<file path="src/include/acm_map.svh">
// register offsets, field positions, reset values for the acs control and multicast capability bank
// assumes byte offsets within the function's configuration space
`ifndef ACM_MAP_SVH
`define ACM_MAP_SVH

`define ACM_ADDR_W          12
`define ACM_OFF_ACS_CTL     12'h326
`define ACM_OFF_MC_HDR      12'h330
`define ACM_OFF_MC_CAP      12'h334
`define ACM_OFF_MODE_CFG    12'h3F0
`define ACM_OFF_LOCK        12'h3F4

`define ACM_BIT_SRC_VAL     0
`define ACM_BIT_XLAT_BLK    1
`define ACM_BIT_REQ_REDIR   2
`define ACM_BIT_CPL_REDIR   3
`define ACM_BIT_UP_FWD      4
`define ACM_BIT_EGRESS      5
`define ACM_BIT_DIRECT_XL   6

`define ACM_STRUCT_ID       16'h0012
`define ACM_STRUCT_VER      4'h1
`define ACM_MAXSETS_RST     6'h03
`define ACM_CTL_RST         7'h00
`define ACM_CAPW_RST        7'h00
`define ACM_NXT_NT_ONLY     12'h000
`define ACM_NXT_MULTI       12'h340

`endif

</file>
<file path="src/include/acm_pkg.sv">
// types for the acs control and multicast capability bank
// assumes acm_map.svh supplies all numeric constants
package acm_pkg;

    typedef enum logic [1:0] {
        ACM_MODE_NT_ONLY = 2'b00,
        ACM_MODE_MULTI_NT = 2'b01,
        ACM_MODE_MULTI_NT_DMA = 2'b10,
        ACM_MODE_RSVD = 2'b11
    } acm_mode_e;

    typedef struct packed {
        logic [11:0] addr;
        logic [31:0] wdata;
        logic        wr;
        logic        rd;
    } acm_req_s;

    typedef struct packed {
        logic req_redirect;
        logic cpl_redirect;
        logic direct_xlat;
    } acm_p2p_s;

endpackage : acm_pkg

</file>
<file path="src/rtl/acm_mode_track.sv">
// tracks the port operating mode and hardware default of the next pointer
// assumes mode input is already in the CLK domain
`timescale 1ns/1ps
`default_nettype none
`include "acm_map.svh"

module acm_mode_track
(
    input  wire logic              CLK,
    input  wire logic              SRST,
    input  wire acm_pkg::acm_mode_e mode,
    output logic                   multi_fn,
    output logic                   mode_changed,
    output logic [11:0]            hw_next_ptr
);

    acm_pkg::acm_mode_e last_mode;

    // remember previous mode to flag a change as a pulse
    always_ff @(posedge CLK)
    begin
        if (SRST)
            last_mode <= acm_pkg::ACM_MODE_NT_ONLY;
        else
            last_mode <= mode;
    end

    assign mode_changed = (mode != last_mode);

    // multi-function modes are the two upstream-with-nt variants
    always_comb
    begin
        multi_fn = (mode == acm_pkg::ACM_MODE_MULTI_NT) || (mode == acm_pkg::ACM_MODE_MULTI_NT_DMA);
        hw_next_ptr = multi_fn ? `ACM_NXT_MULTI : `ACM_NXT_NT_ONLY;
    end

endmodule : acm_mode_track
`default_nettype wire

</file>
<file path="src/rtl/acm_p2p_enables.sv">
// three peer-to-peer enable bits gated by their capability bits
// assumes write strobe and data arrive on CLK
`timescale 1ns/1ps
`default_nettype none
`include "acm_map.svh"

module acm_p2p_enables
(
    input  wire logic              CLK,
    input  wire logic              SRST,
    input  wire logic              wr_en,
    input  wire acm_pkg::acm_p2p_s wr_val,
    input  wire acm_pkg::acm_p2p_s cap,
    output acm_pkg::acm_p2p_s      en
);

    acm_pkg::acm_p2p_s stored;

    // a bit can only hold a one while its capability is present
    always_ff @(posedge CLK)
    begin
        if (SRST)
            stored <= '0;
        else if (wr_en)
            stored <= wr_val & cap;
        else
            stored <= stored & cap;
    end

    assign en = stored & cap;

endmodule : acm_p2p_enables
`default_nettype wire

</file>
<file path="src/rtl/acm_regs.sv">
// configuration register bank: acs control word, multicast header and capability word
// assumes a single-cycle strobe register port on CLK; mode pin is asynchronous
`timescale 1ns/1ps
`default_nettype none
`include "acm_map.svh"

// Behaviour
// request redirect enable drives REQ_REDIRECT output
// completion redirect enable drives CPL_REDIRECT output
// direct translated enable drives DIRECT_XLAT output
// enables read zero when capability bit clear
// validation, blocking, forwarding enables read zero
// egress control enable reads zero
// header low half returns identifier 0x12
// header bits 19:16 return version 1
// next pointer defaults by operating mode
// written next pointer survives mode changes
// max sets resets 3, locked, survives soft reset
// ecrc regeneration bit reads zero
// capability bits settable only in multi-function mode
// reserved and read-only writes ignored, read zero
module acm_regs
#(
    parameter int ADDR_W = `ACM_ADDR_W
)
(
    input  wire logic        CLK,
    input  wire logic        SRST,
    input  wire logic        SOFT_RST,
    input  wire logic [1:0]  PORT_MODE,
    input  wire logic [11:0] ADDR,
    input  wire logic [31:0] WDATA,
    input  wire logic        WR,
    input  wire logic        RD,
    output logic [31:0]      RDATA,
    output logic             REQ_REDIRECT,
    output logic             CPL_REDIRECT,
    output logic             DIRECT_XLAT,
    output logic [5:0]       MAX_SETS
);

    // the port decoder is fixed at twelve bits; refuse anything else at elaboration
    if (ADDR_W != 12)
    begin : g_addr_w_chk
        $error("acm_regs: ADDR_W must be 12");
    end

    acm_pkg::acm_req_s   req;
    acm_pkg::acm_mode_e  mode;
    acm_pkg::acm_p2p_s   cap;
    acm_pkg::acm_p2p_s   wr_p2p;
    acm_pkg::acm_p2p_s   en;
    logic [1:0]          mode_meta;
    logic [1:0]          mode_sync;
    logic                multi_fn;
    logic                mode_changed;
    logic [11:0]         hw_next_ptr;
    logic [11:0]         sw_next_ptr;
    logic                sw_next_valid;
    logic [5:0]          max_sets;
    logic                lock_open;
    logic                wr_ctl;
    logic                wr_hdr;
    logic                wr_cap;
    logic                wr_mode_cfg;
    logic                wr_lock;
    logic [11:0]         next_ptr;

    assign req = '{addr: ADDR, wdata: WDATA, wr: WR, rd: RD};

    // word-aligned decode shared by all write enables
    function automatic logic hit(input logic [11:0] a, input logic [11:0] off);
        hit = (a[11:2] == off[11:2]);
    endfunction : hit

    assign wr_ctl      = req.wr && hit(req.addr, `ACM_OFF_ACS_CTL);
    assign wr_hdr      = req.wr && hit(req.addr, `ACM_OFF_MC_HDR);
    assign wr_cap      = req.wr && hit(req.addr, `ACM_OFF_MC_CAP);
    assign wr_mode_cfg = req.wr && hit(req.addr, `ACM_OFF_MODE_CFG);
    assign wr_lock     = req.wr && hit(req.addr, `ACM_OFF_LOCK);

    // mode pin comes from straps outside the clock domain
    always_ff @(posedge CLK)
    begin
        if (SRST)
        begin
            mode_meta <= 2'h0;
            mode_sync <= 2'h0;
        end
        else
        begin
            mode_meta <= PORT_MODE;
            mode_sync <= mode_meta;
        end
    end

    assign mode = acm_pkg::acm_mode_e'(mode_sync);

    acm_mode_track u_mode
    (
        .CLK          (CLK),
        .SRST         (SRST),
        .mode         (mode),
        .multi_fn     (multi_fn),
        .mode_changed (mode_changed),
        .hw_next_ptr  (hw_next_ptr)
    );

    // lock register opens locked-writable fields; cleared by write of zero
    always_ff @(posedge CLK)
    begin
        if (SRST)
            lock_open <= 1'b0;
        else if (wr_lock)
            lock_open <= req.wdata[0];
    end

    // capability bits: acs capability word sits in the upper half of 0x324
    // they fall back to zero whenever the port leaves multi-function mode
    always_ff @(posedge CLK)
    begin
        if (SRST)
            cap <= '0;
        else if (!multi_fn)
            cap <= '0;
        else if (wr_ctl && lock_open)
        begin
            cap.req_redirect <= req.wdata[16 + `ACM_BIT_REQ_REDIR];
            cap.cpl_redirect <= req.wdata[16 + `ACM_BIT_CPL_REDIR];
            cap.direct_xlat  <= req.wdata[16 + `ACM_BIT_DIRECT_XL];
        end
    end

    // only the three writable enables are taken; other bits dropped
    always_comb
    begin
        wr_p2p.req_redirect = req.wdata[`ACM_BIT_REQ_REDIR];
        wr_p2p.cpl_redirect = req.wdata[`ACM_BIT_CPL_REDIR];
        wr_p2p.direct_xlat  = req.wdata[`ACM_BIT_DIRECT_XL];
    end

    acm_p2p_enables u_en
    (
        .CLK    (CLK),
        .SRST   (SRST),
        .wr_en  (wr_ctl),
        .wr_val (wr_p2p),
        .cap    (cap),
        .en     (en)
    );

    // enables steer the peer-to-peer routing datapath
    assign REQ_REDIRECT = en.req_redirect;
    assign CPL_REDIRECT = en.cpl_redirect;
    assign DIRECT_XLAT  = en.direct_xlat;

    // next pointer: software value kept once written, mode changes ignored
    always_ff @(posedge CLK)
    begin
        if (SRST)
        begin
            sw_next_valid <= 1'b0;
            sw_next_ptr   <= 12'h000;
        end
        else if (wr_hdr && lock_open)
        begin
            sw_next_valid <= 1'b1;
            sw_next_ptr   <= req.wdata[31:20];
        end
    end

    // hardware default tracks mode until software takes over
    assign next_ptr = sw_next_valid ? sw_next_ptr : hw_next_ptr;

    // max sets: soft reset does not touch it, only the hard reset
    always_ff @(posedge CLK)
    begin
        if (SRST)
            max_sets <= `ACM_MAXSETS_RST;
        else if (wr_cap && lock_open)
            max_sets <= req.wdata[5:0];
    end

    assign MAX_SETS = max_sets;

    // read data registered, valid from the cycle after the strobe and held until the next read
    always_ff @(posedge CLK)
    begin
        if (SRST)
            RDATA <= 32'h0000_0000;
        else if (req.rd)
        begin
            RDATA <= 32'h0000_0000;
            if (hit(req.addr, `ACM_OFF_ACS_CTL))
            begin
                RDATA[16 + `ACM_BIT_REQ_REDIR] <= cap.req_redirect;
                RDATA[16 + `ACM_BIT_CPL_REDIR] <= cap.cpl_redirect;
                RDATA[16 + `ACM_BIT_DIRECT_XL] <= cap.direct_xlat;
                RDATA[`ACM_BIT_REQ_REDIR]      <= en.req_redirect;
                RDATA[`ACM_BIT_CPL_REDIR]      <= en.cpl_redirect;
                RDATA[`ACM_BIT_DIRECT_XL]      <= en.direct_xlat;
                // validation, blocking, forwarding, egress and 15:7 stay zero
                RDATA[`ACM_BIT_SRC_VAL]        <= 1'b0;
                RDATA[`ACM_BIT_XLAT_BLK]       <= 1'b0;
                RDATA[`ACM_BIT_UP_FWD]         <= 1'b0;
                RDATA[`ACM_BIT_EGRESS]         <= 1'b0;
            end
            else if (hit(req.addr, `ACM_OFF_MC_HDR))
                RDATA <= {next_ptr, `ACM_STRUCT_VER, `ACM_STRUCT_ID};
            else if (hit(req.addr, `ACM_OFF_MC_CAP))
                RDATA <= {16'h0000, 1'b0, 9'h000, max_sets};
            else if (hit(req.addr, `ACM_OFF_MODE_CFG))
                RDATA <= {28'h0000000, mode_changed, multi_fn, mode_sync};
            else if (hit(req.addr, `ACM_OFF_LOCK))
                RDATA <= {31'h00000000, lock_open};
        end
    end

    // soft reset input is accepted but preserves every field here
    logic unused_soft;
    assign unused_soft = SOFT_RST | wr_mode_cfg;

endmodule : acm_regs
`default_nettype wire

</file>
<file path="config.mk">
export PLATFORM = sky130hd
export DESIGN_NAME = acm_regs
export DESIGN_NICKNAME = d
export VERILOG_FILES = /design/src/include/acm_pkg.sv /design/src/rtl/acm_mode_track.sv /design/src/rtl/acm_p2p_enables.sv /design/src/rtl/acm_regs.sv
export VERILOG_INCLUDE_DIRS = /design/src /design/src/include
export SDC_FILE = /design/constraint.sdc
export NUM_CORES = 1
export LEC_CHECK = 0
export ABC_AREA = 1
export BUFFER_PORTS_ARGS = -buffer_cell sky130_fd_sc_hd__clkbuf_2
export CAP_MARGIN = 30
export CORE_MARGIN = 2
export CORE_UTILIZATION = 37
export DETAILED_ROUTE_END_ITERATION = 7
export GPL_TIMING_DRIVEN = 0
export SKIP_CTS_REPAIR_TIMING = 1
export SYNTH_ARGS = -nofsm -noshare
export SYNTH_HDL_FRONTEND = slang
export SYNTH_HIERARCHICAL = 1
export SYNTH_SLANG_ARGS = --single-unit
</file>
<file path="constraint.sdc">
create_clock -name CLK -period 2 [get_ports CLK]
set_input_delay 0.4 -clock CLK [delete_from_list [all_inputs] [get_ports CLK]]
set_output_delay 0.4 -clock CLK [all_outputs]
set_load 0.02 [all_outputs]
</file>
Word-level counts from Yosys, hierarchy flattened
Index checks and enable logic that the tools add are counted. Widths: inputs -> output; s select.

Eq/ne operators: 8. Muxes and demuxes: 13. Bitwise gates (word level): 3. Reductions and logical operators: 9.

Operators with widths (number): $mux 32 (3); $eq 10x8->1 const B (5); $mux 12 (1); $mux 11 (1); $mux 10 (1); $mux 9 (1); $logic_and 1x1->1 (7); $mux 7 (1); $and 3x3->3 (2); $mux 2 (2); $mux 3 (1); $eq 2x1->1 const B (1); $eq 2x2->1 const B (1); $mux 1 (2); $ne 2x2->1 (1); $reduce_or 2->1 (1); $logic_or 1x1->1 (1); $not 1->1 (1).

Flip-flop bits (word level): 64. Bits of input ports: 51. Output and inout bits: 41. Word-level logic and storage cells: 47.

Depth between registers and ports, before layout
Gate-level depths: netlist (run 1).

Depth after elaboration: 6. Mapped depth: 9. Depth with buffers taken out: 9.

Modules after synthesis
Netlist (run 1), hierarchy kept.

Modules (own cells, without submodules): acm_regs (instances 1, cells each 300, area an instance 2307.2 um^2, seq. area each 980.9 um^2); acm_mode_track (instances 1, cells each 26, area an instance 185.2 um^2, seq. area each 40.0 um^2); acm_p2p_enables (instances 1, cells each 23, area an instance 138.9 um^2, seq. area each 60.1 um^2).

Worst setup path after synthesis (run 1)
OpenSTA, ideal clock, no wires.

Path kind: input port to flip-flop. From: input ADDR[9]. To: register u_en/stored[0] in the netlist's numbering. Library setup time: 0.116 ns. Arrival time: 1.298 ns. Data required time: 1.884 ns. Slack: 0.586 ns. Stages: 7. Path buffers: 0. Path through: nand2_1 nor2_2 nand2_4 nor3b_1 inv_1 nand2_1 a21oi_1.

Word-level cells in the longest chain between the ends: 3.

RTL lines: from (decl) (line acm_regs.sv:31) `input wire logic [11:0] ADDR,`; $eq 10x8->1 (line acm_regs.sv:73) `hit = (a[11:2] == off[11:2]);`; $logic_and 1x1->1 (line acm_regs.sv:76) `` assign wr_ctl = req.wr && hit(req.addr, `ACM_OFF_ACS_CTL); ``; named net wr_ctl (line acm_regs.sv:62) `logic wr_ctl;`; $mux 3 (line acm_p2p_enables.sv:24) `else if (wr_en)`; to (signal assigned) (line acm_p2p_enables.sv:25) `stored <= wr_val & cap;`; to (signal assigned) (line acm_p2p_enables.sv:27) `stored <= stored & cap;`; to (decl) (line acm_p2p_enables.sv:17) `acm_pkg::acm_p2p_s stored;`.

The timed path passes the listed nets, and every way through them passes these cells. A chain may end at the register's enable or synchronous reset.

Final worst setup path (run 1)
From: register mode_sync[1] (netlist: mode[1]). To: register RDATA[26].

Word-level cells in the longest chain between the ends: 6. Elaborated cells on any way between the ends: 7. Classes of those cells: eq/ne: 2; mux: 4; reduce/logical: 1.

RTL lines: from (decl) (line acm_regs.sv:54) `logic [1:0] mode_sync;`; from (signal assigned) (line acm_regs.sv:93) `mode_sync <= mode_meta;`; $eq 2x1->1 or $eq 2x2->1 (tied branches) (line acm_mode_track.sv:33) `multi_fn = (mode == acm_pkg::ACM_MODE_MULTI_NT) || (mode == acm_pkg::ACM_MODE_MULTI_NT_DMA);`; $logic_or 1x1->1 * (line acm_mode_track.sv:33); named net multi_fn (line acm_regs.sv:55) `logic multi_fn;`; $mux 10 (no line) *; named net hw_next_ptr[6] (line acm_regs.sv:57) `logic [11:0] hw_next_ptr;`; $mux 12 * (line acm_regs.sv:173) `assign next_ptr = sw_next_valid ? sw_next_ptr : hw_next_ptr;`; $mux 32 * (line acm_regs.sv:208) `` else if (hit(req.addr, `ACM_OFF_MC_HDR)) ``; $mux 9 * (line acm_regs.sv:194) `` if (hit(req.addr, `ACM_OFF_ACS_CTL)) ``; to (signal, indexed assignment) (line acm_regs.sv:196) `` RDATA[16 + `ACM_BIT_REQ_REDIR] <= cap.req_redirect; ``; to (signal, indexed assignment) (line acm_regs.sv:197) `` RDATA[16 + `ACM_BIT_CPL_REDIR] <= cap.cpl_redirect; ``; to (signal assigned) (line acm_regs.sv:209) `` RDATA <= {next_ptr, `ACM_STRUCT_VER, `ACM_STRUCT_ID}; ``; to (decl) (line acm_regs.sv:35) `output logic [31:0] RDATA,`.

The timed path passes the listed nets; every way through them passes the cells marked *.

==> run summary, run 1 <==
Sink Count -> 54
max_cap viols -> 0
Die Y -> 88.3 um
Worst-Margin Slew -> 0.658 ns
EDFF count, synth -> 0
endpoints failing setup -> 0
first-pass GRT wire length -> 9880 um
Port Buf Inserts -> 67
yosys synthesis warning count -> 6
largest net degree at the start of global routing -> 16
P_int -> 1450 uW
Leak -> 0.00150 uW
core area -> 0.00683 mm^2
DR vias -> 2336
clock skew -> 0.00460 ns
Min-Delay Path Class -> in2reg
CP peak stage delay -> 0.51 ns
Worst path most repeated cell -> nand2_1
Hold Vio Cnt, Final -> 0
htree depth -> 2
max frequency -> 0.658 GHz
Diodes inserted -> 0
Clock Pin Slew Worst Setup and Hold Paths -> 0.09 ns
Sw Pwr -> 486 uW
switch share -> 25.1%
FP Rows -> 30
Seq pwr share -> 56.2%
fin crit share -> 76.0%
Clock Latency Late Sink -> 0.31 ns
Clock Tree Root -> clkbuf_8
DR iter-0 viols -> 87
GRT Util Overall -> 16.3%
CP cell instances -> xor2_1 -> buf_4 -> nand2_1 -> o21ai_0 -> nand2_1 -> a21oi_2
Congestion Overflow GR -> 0
TritonRoute pass-1 iters -> 4
#FFs+latches synth -> 54
initial antenna violation count -> 0
number of global-route vias before repair -> 2128
remaining antenna violation count -> 0
post-route insts no fill -> 537
Seq/Total Area, Yosys -> 41.1%
clock network fraction of total power -> 32.9%
Final Slew Violations -> 0
Final HPWL DP -> 4670 um
R2R depth -> 6
starting density of the core -> 38.5%
syn avg cell area -> 7.54 um^2
vias per cell -> 4.35
Worst R2R Setup Slack -> 0.48 ns
status -> completed
Combinational Power Share -> 10.9%
slowest stage cell, crit path -> xor2_1
RSZ-0062 raised after global routing -> false
Worst Setup End Kind -> flip-flop
Slew HR -> 56.2%
share of cells above drive strength 1 -> 30.4%
post-layout min period -> 1.52 ns
Critical Path Start Type -> flip-flop
fillers -> 746
Netlist Area Pre-Place -> 0.00263 mm^2
Routed Wire Length -> 6070 um
TritonCTS Buffers -> 5
Pwr Density -> 597 mW/mm^2
CP Class -> reg2reg
boundary pin count -> 92
WHS Path Cells -> 3
top_reg_cell synth -> dfxtp_1
drc violations -> 0
area delta synth->final -> 23.2%
top fanout value on the critical path -> 5
Avg WL per Cell -> 11.3 um
Routability Congestion -> 0.788
post-synthesis instance total -> 349
Post-synth ARST share -> 0%
Critical Path RT -> 2.24 ns
Worst VDD drop -> 0.224 mV
die width -> 88.3 um
CTS tree -> built
setup TNS -> 0 ns
worst-case clock buffer depth -> 2
WP data arrival -> 1.76 ns
Netlist cell types -> 31
Die Area -> 0.00780 mm^2
dpl cells -> 529
Nets -> 491
==> registers in the layout (all words and copies together) (netlist names) <==
signal            count
sw_next_ptr          12
lock_open             1
u_en/stored           3
u_mode/last_mode      2
mode                  2
mode_meta             2
MAX_SETS              6
sw_next_valid         1
RDATA                22
cap                   3
==> layer usage <==
metal	vias to the layer above	share of wire [%]	GRT usage, %
met1	1019	47	21.0
met4	0	1.2	4.55
met3	6	5.3	3.08
met2	59	47	28.0
li1	1252	-	-
met5	-	0	0
==> power by group through the flow <==
stage               registers (uW)  clock network, uW  logic [uW]
floorplan                     1120                  0         136
global placement              1110                  0         209
detailed placement            1110                  0         211
CTS                           1090                661         212
global route                  1090                708         236
finish                        1090                637         211
==> worst max-delay path, delay by kind of cell, from the launching register on <==
family                 cells  cell delay, ns
buffers and inverters      1            0.21
AO/OA/AOI/OAI              2            0.19
XOR/XNOR                   1            0.51
flip-flops                 1            0.41
AND/OR/NAND/NOR            2            0.13
==> synthesized netlist by cell type (7+ instances only) <==
cell type  instances  area, um^2
a21oi_1           25         125
inv_1             45         169
clkbuf_1           7        26.3
nand2_1           80         300
o21ai_1           12        60.1
nand4_1            7        43.8
nor2_1            11        41.3
a21oi_2           17         149
nand3_1            9        45.0
dfxtp_1           54        1080
o21ai_0           26         130
buf_4             22         165
==> layout by cell type (no fill, tap or decap), types with 9 or more instances in the layout <==
cell	count
o21ai_1	12
clkbuf_2	67
a21oi_2	17
dfxtp_1	54
conb_1	19
a21oi_1	25
nand2_1	80
buf_4	22
o21ai_0	26
nand3_1	9
inv_1	45
nor2_1	11
==> cells by family after synthesis <==
family                    after synthesis  synth area share [%]
DFF                                    54                  41.1
buffers and inverters                  81                  15.6
xor gates and xnor gates                2                 0.666
other                                   2                 0.285
AOI/OAI and AO/OA                      86                  19.4
and+or+nand+nor                       124                  22.9
==> per-stage QoR <==
step	worst slack [ns]	power (uW)	area [um^2]	util (%)	hold WS, ns
after global routing	0.400	2030	3240	47.5	0.271
final	0.481	1940	3240	47.5	0.273
after CTS	0.486	1960	3240	47.5	0.262
after detailed placement	0.256	1320	3150	46.1	0.398
after floorplan	0.586	1250	2700	-	0.388
after global placement	0.242	1320	3150	46.1	0.397
==> path summary, 6_finish.rpt <==
kind / from / end
min reg2reg: mode_meta[0]$_SDFF_PP0_ / mode[0]$_SDFF_PP0_
max: mode[1]$_SDFF_PP0_ / RDATA[26]$_SDFFE_PP0P_
max reg2reg: mode[1]$_SDFF_PP0_ / RDATA[26]$_SDFFE_PP0P_
min: PORT_MODE[0] / mode_meta[0]$_SDFF_PP0_
==> layout make-up <==
class / count / area [um^2] / share of cell area, %
plain buffers: 34 / 233 / 7.18
clock buffers: 7 / 86.3 / 2.66
clock inverters: 1 / 5.00 / 0.154
inverters: 47 / 179 / 5.52
multi-input cells: 231 / 1200 / 37.1
flip-flops and latches: 54 / 1080 / 33.3
well taps: 96 / 120 / 3.71
repair buffers: 67 / 335 / 10.3
No activity file was read; power rests on OpenSTA's default activity.
==> inputs of run 2 (changes only) <==
clock period = 1.5 ns   (was 2 ns; I/O delays follow)
==> run 2 against run 1 <==
Against the previous run:
- register-to-register slack worse by 0.31 ns
- sequential cell count stayed put
- die area stayed put
- critical path depth stayed put
- hold slack worse by 0.10 ns
- via count is 0.60% lower
- sequential share of layout area is 0.077 points lower
- clock skew is 0.00066 ns lower
- cell count stayed put
- critical path type unchanged
- largest power group unchanged
- highest routed layer unchanged
==> run summary, run 2 (same netlist as run 1, synthesis figures left out) <==
Final WS setup -> 0.168 ns (-0.312 ns)
Diodes inserted -> 0 (unchanged)
largest net degree at the start of global routing -> 16 (unchanged)
Worst Setup End Kind -> flip-flop
Slew HR -> 56.6% (+0.43 points)
RSZ-0062 raised after global routing -> false
Leak -> 0.00150 uW (about the same)
GRT Util Overall -> 16.3% (unchanged)
Final HPWL DP -> 4670 um (unchanged)
WP data arrival -> 1.58 ns (-0.18 ns)
htree depth -> 2 (unchanged)
max FFs per register -> 22 (unchanged)
Routed Wire Length -> 6080 um (+0.28%)
Routability Congestion -> 0.788 (unchanged)
Worst R2R Setup Slack -> 0.17 ns (-0.31 ns)
Port Buf Inserts -> 67 (unchanged)
drc violations -> 0 (unchanged)
FP Rows -> 30 (unchanged)
post-layout min period -> 1.33 ns (-0.188 ns)
Critical Path Start Type -> flip-flop
Worst VDD drop -> 0.300 mV (+33%)
worst-case clock buffer depth -> 2 (unchanged)
Congestion Overflow GR -> 0 (unchanged)
clock skew -> 0.00394 ns (-0.000665 ns)
fin crit share -> 88.8% (+13 points)
Sink Count -> 54 (unchanged)
Clock Pin Slew Worst Setup and Hold Paths -> 0.09 ns (about the same)
endpoints failing setup -> 0 (unchanged)
Pwr Density -> 795 mW/mm^2 (+33%)
Clock Tree Root -> clkbuf_8
die width -> 88.3 um (unchanged)
commonest cells after routing, fill and taps aside -> nand2_1, clkbuf_2, dfxtp_1, inv_1, o21ai_0
TritonRoute pass-1 iters -> 4 (unchanged)
first-pass GRT wire length -> 9880 um (unchanged)
max frequency -> 0.751 GHz (+14%)
area delta synth->final -> 23.5%
remaining antenna violation count -> 0 (unchanged)
Post-Route Utilization -> 47.6% (+0.11 points)
Nets -> 491 (unchanged)
Die Area -> 0.00780 mm^2 (unchanged)
vias per cell -> 4.32 (-0.60%)
Post-Place Setup Slack -> -0.144 ns (-0.400 ns)
final instance area -> 0.00325 mm^2 (+0.23%)
CP Class -> reg2reg
total power -> 2580 uW (+33%)
initial antenna violation count -> 0 (unchanged)
boundary pin count -> 92 (unchanged)
DP Area -> 0.00315 mm^2 (unchanged)
TritonCTS Buffers -> 5 (unchanged)
share of cells above drive strength 1 -> 30.6% (+0.23 points)
core area -> 0.00683 mm^2 (unchanged)
DR iter-0 viols -> 73 (-16%)
post-route insts no fill -> 537 (unchanged)
max_cap viols -> 0 (unchanged)
top fanout value on the critical path -> 5 (unchanged)
status -> completed
Hold Vio Cnt, Final -> 0 (unchanged)
CTS tree -> built
Worst-Margin Slew -> 0.651 ns (-0.00639 ns)
number of global-route vias before repair -> 2128 (unchanged)
Final Slew Violations -> 0 (unchanged)
Die Y -> 88.3 um (unchanged)
Avg WL per Cell -> 11.3 um (+0.28%)
starting density of the core -> 38.5% (unchanged)
Clock Latency Late Sink -> 0.31 ns (about the same)
most flop-heavy register -> RDATA
Critical Path RT -> 1.74 ns (-0.50 ns)
Min-Delay Path Class -> in2reg
dpl cells -> 529 (unchanged)
leading cell type in the layout, fill and taps excluded -> nand2_1
DR vias -> 2322 (-0.60%)
==> run 2: cell counts in the layout (fill, tap and decap cells not counted) <==
No cell type changed its count.
==> run 2: final timing paths <==
kind	startpoint	endpoint	depth (start not counted)
setup / recovery	mode[1]$_SDFF_PP0_	RDATA[26]$_SDFFE_PP0P_	6
hold reg to reg	mode_meta[0]$_SDFF_PP0_	mode[0]$_SDFF_PP0_	2
setup reg to reg	mode[1]$_SDFF_PP0_	RDATA[26]$_SDFFE_PP0P_	6
hold / removal	PORT_MODE[0]	mode_meta[0]$_SDFF_PP0_	3
==> run 2: metal layers <==
layer / global-route usage (%) / vias up / wire, um
li1: - / 1250 / -
met1: 21.0 / 1010 / 2840
met2: 28.0 / 56 / 2860
met3: 3.08 / 6 / 313
met4: 4.55 / 0 / 72
met5: 0 / - / 0
==> run 2: cell type report <==
class / count / area (um^2)
Timing Repair Buffer: 67 / 335
Sequential cell: 54 / 1080
Fill cell: 745 / 3580
Inverter: 47 / 179
Clock inverter: 1 / 5.00
Tap cell: 96 / 120
Multi-Input combinational cell: 231 / 1210
Buffer: 34 / 233
Clock buffer: 7 / 86.3
==> run 2: per-stage QoR <==
stage / hold WS [ns] / TNS (ns)
floorplan: 0.369 / 0
global placement: 0.397 / -0.996
detailed placement: 0.398 / -1.18
CTS: 0.162 / -0.0260
global route: 0.171 / 0
finish: 0.173 / 0
==> run 2: report_power, final <==
part | switching, uW | internal, uW | leakage [uW]
clock | 478 | 374 | 0.0000482
sequential | 7.17 | 1440 | 0.000436
combinational | 165 | 116 | 0.00101
total | 650 | 1930 | 0.00150
==> run 2: critical path, cell delays in order, from the launching register on <==
cell	delay, ns
dfxtp_1	0.43
xor2_2	0.34
buf_4	0.17
nand2_1	0.04
o21ai_0	0.08
nand2_1	0.09
a21oi_2	0.11
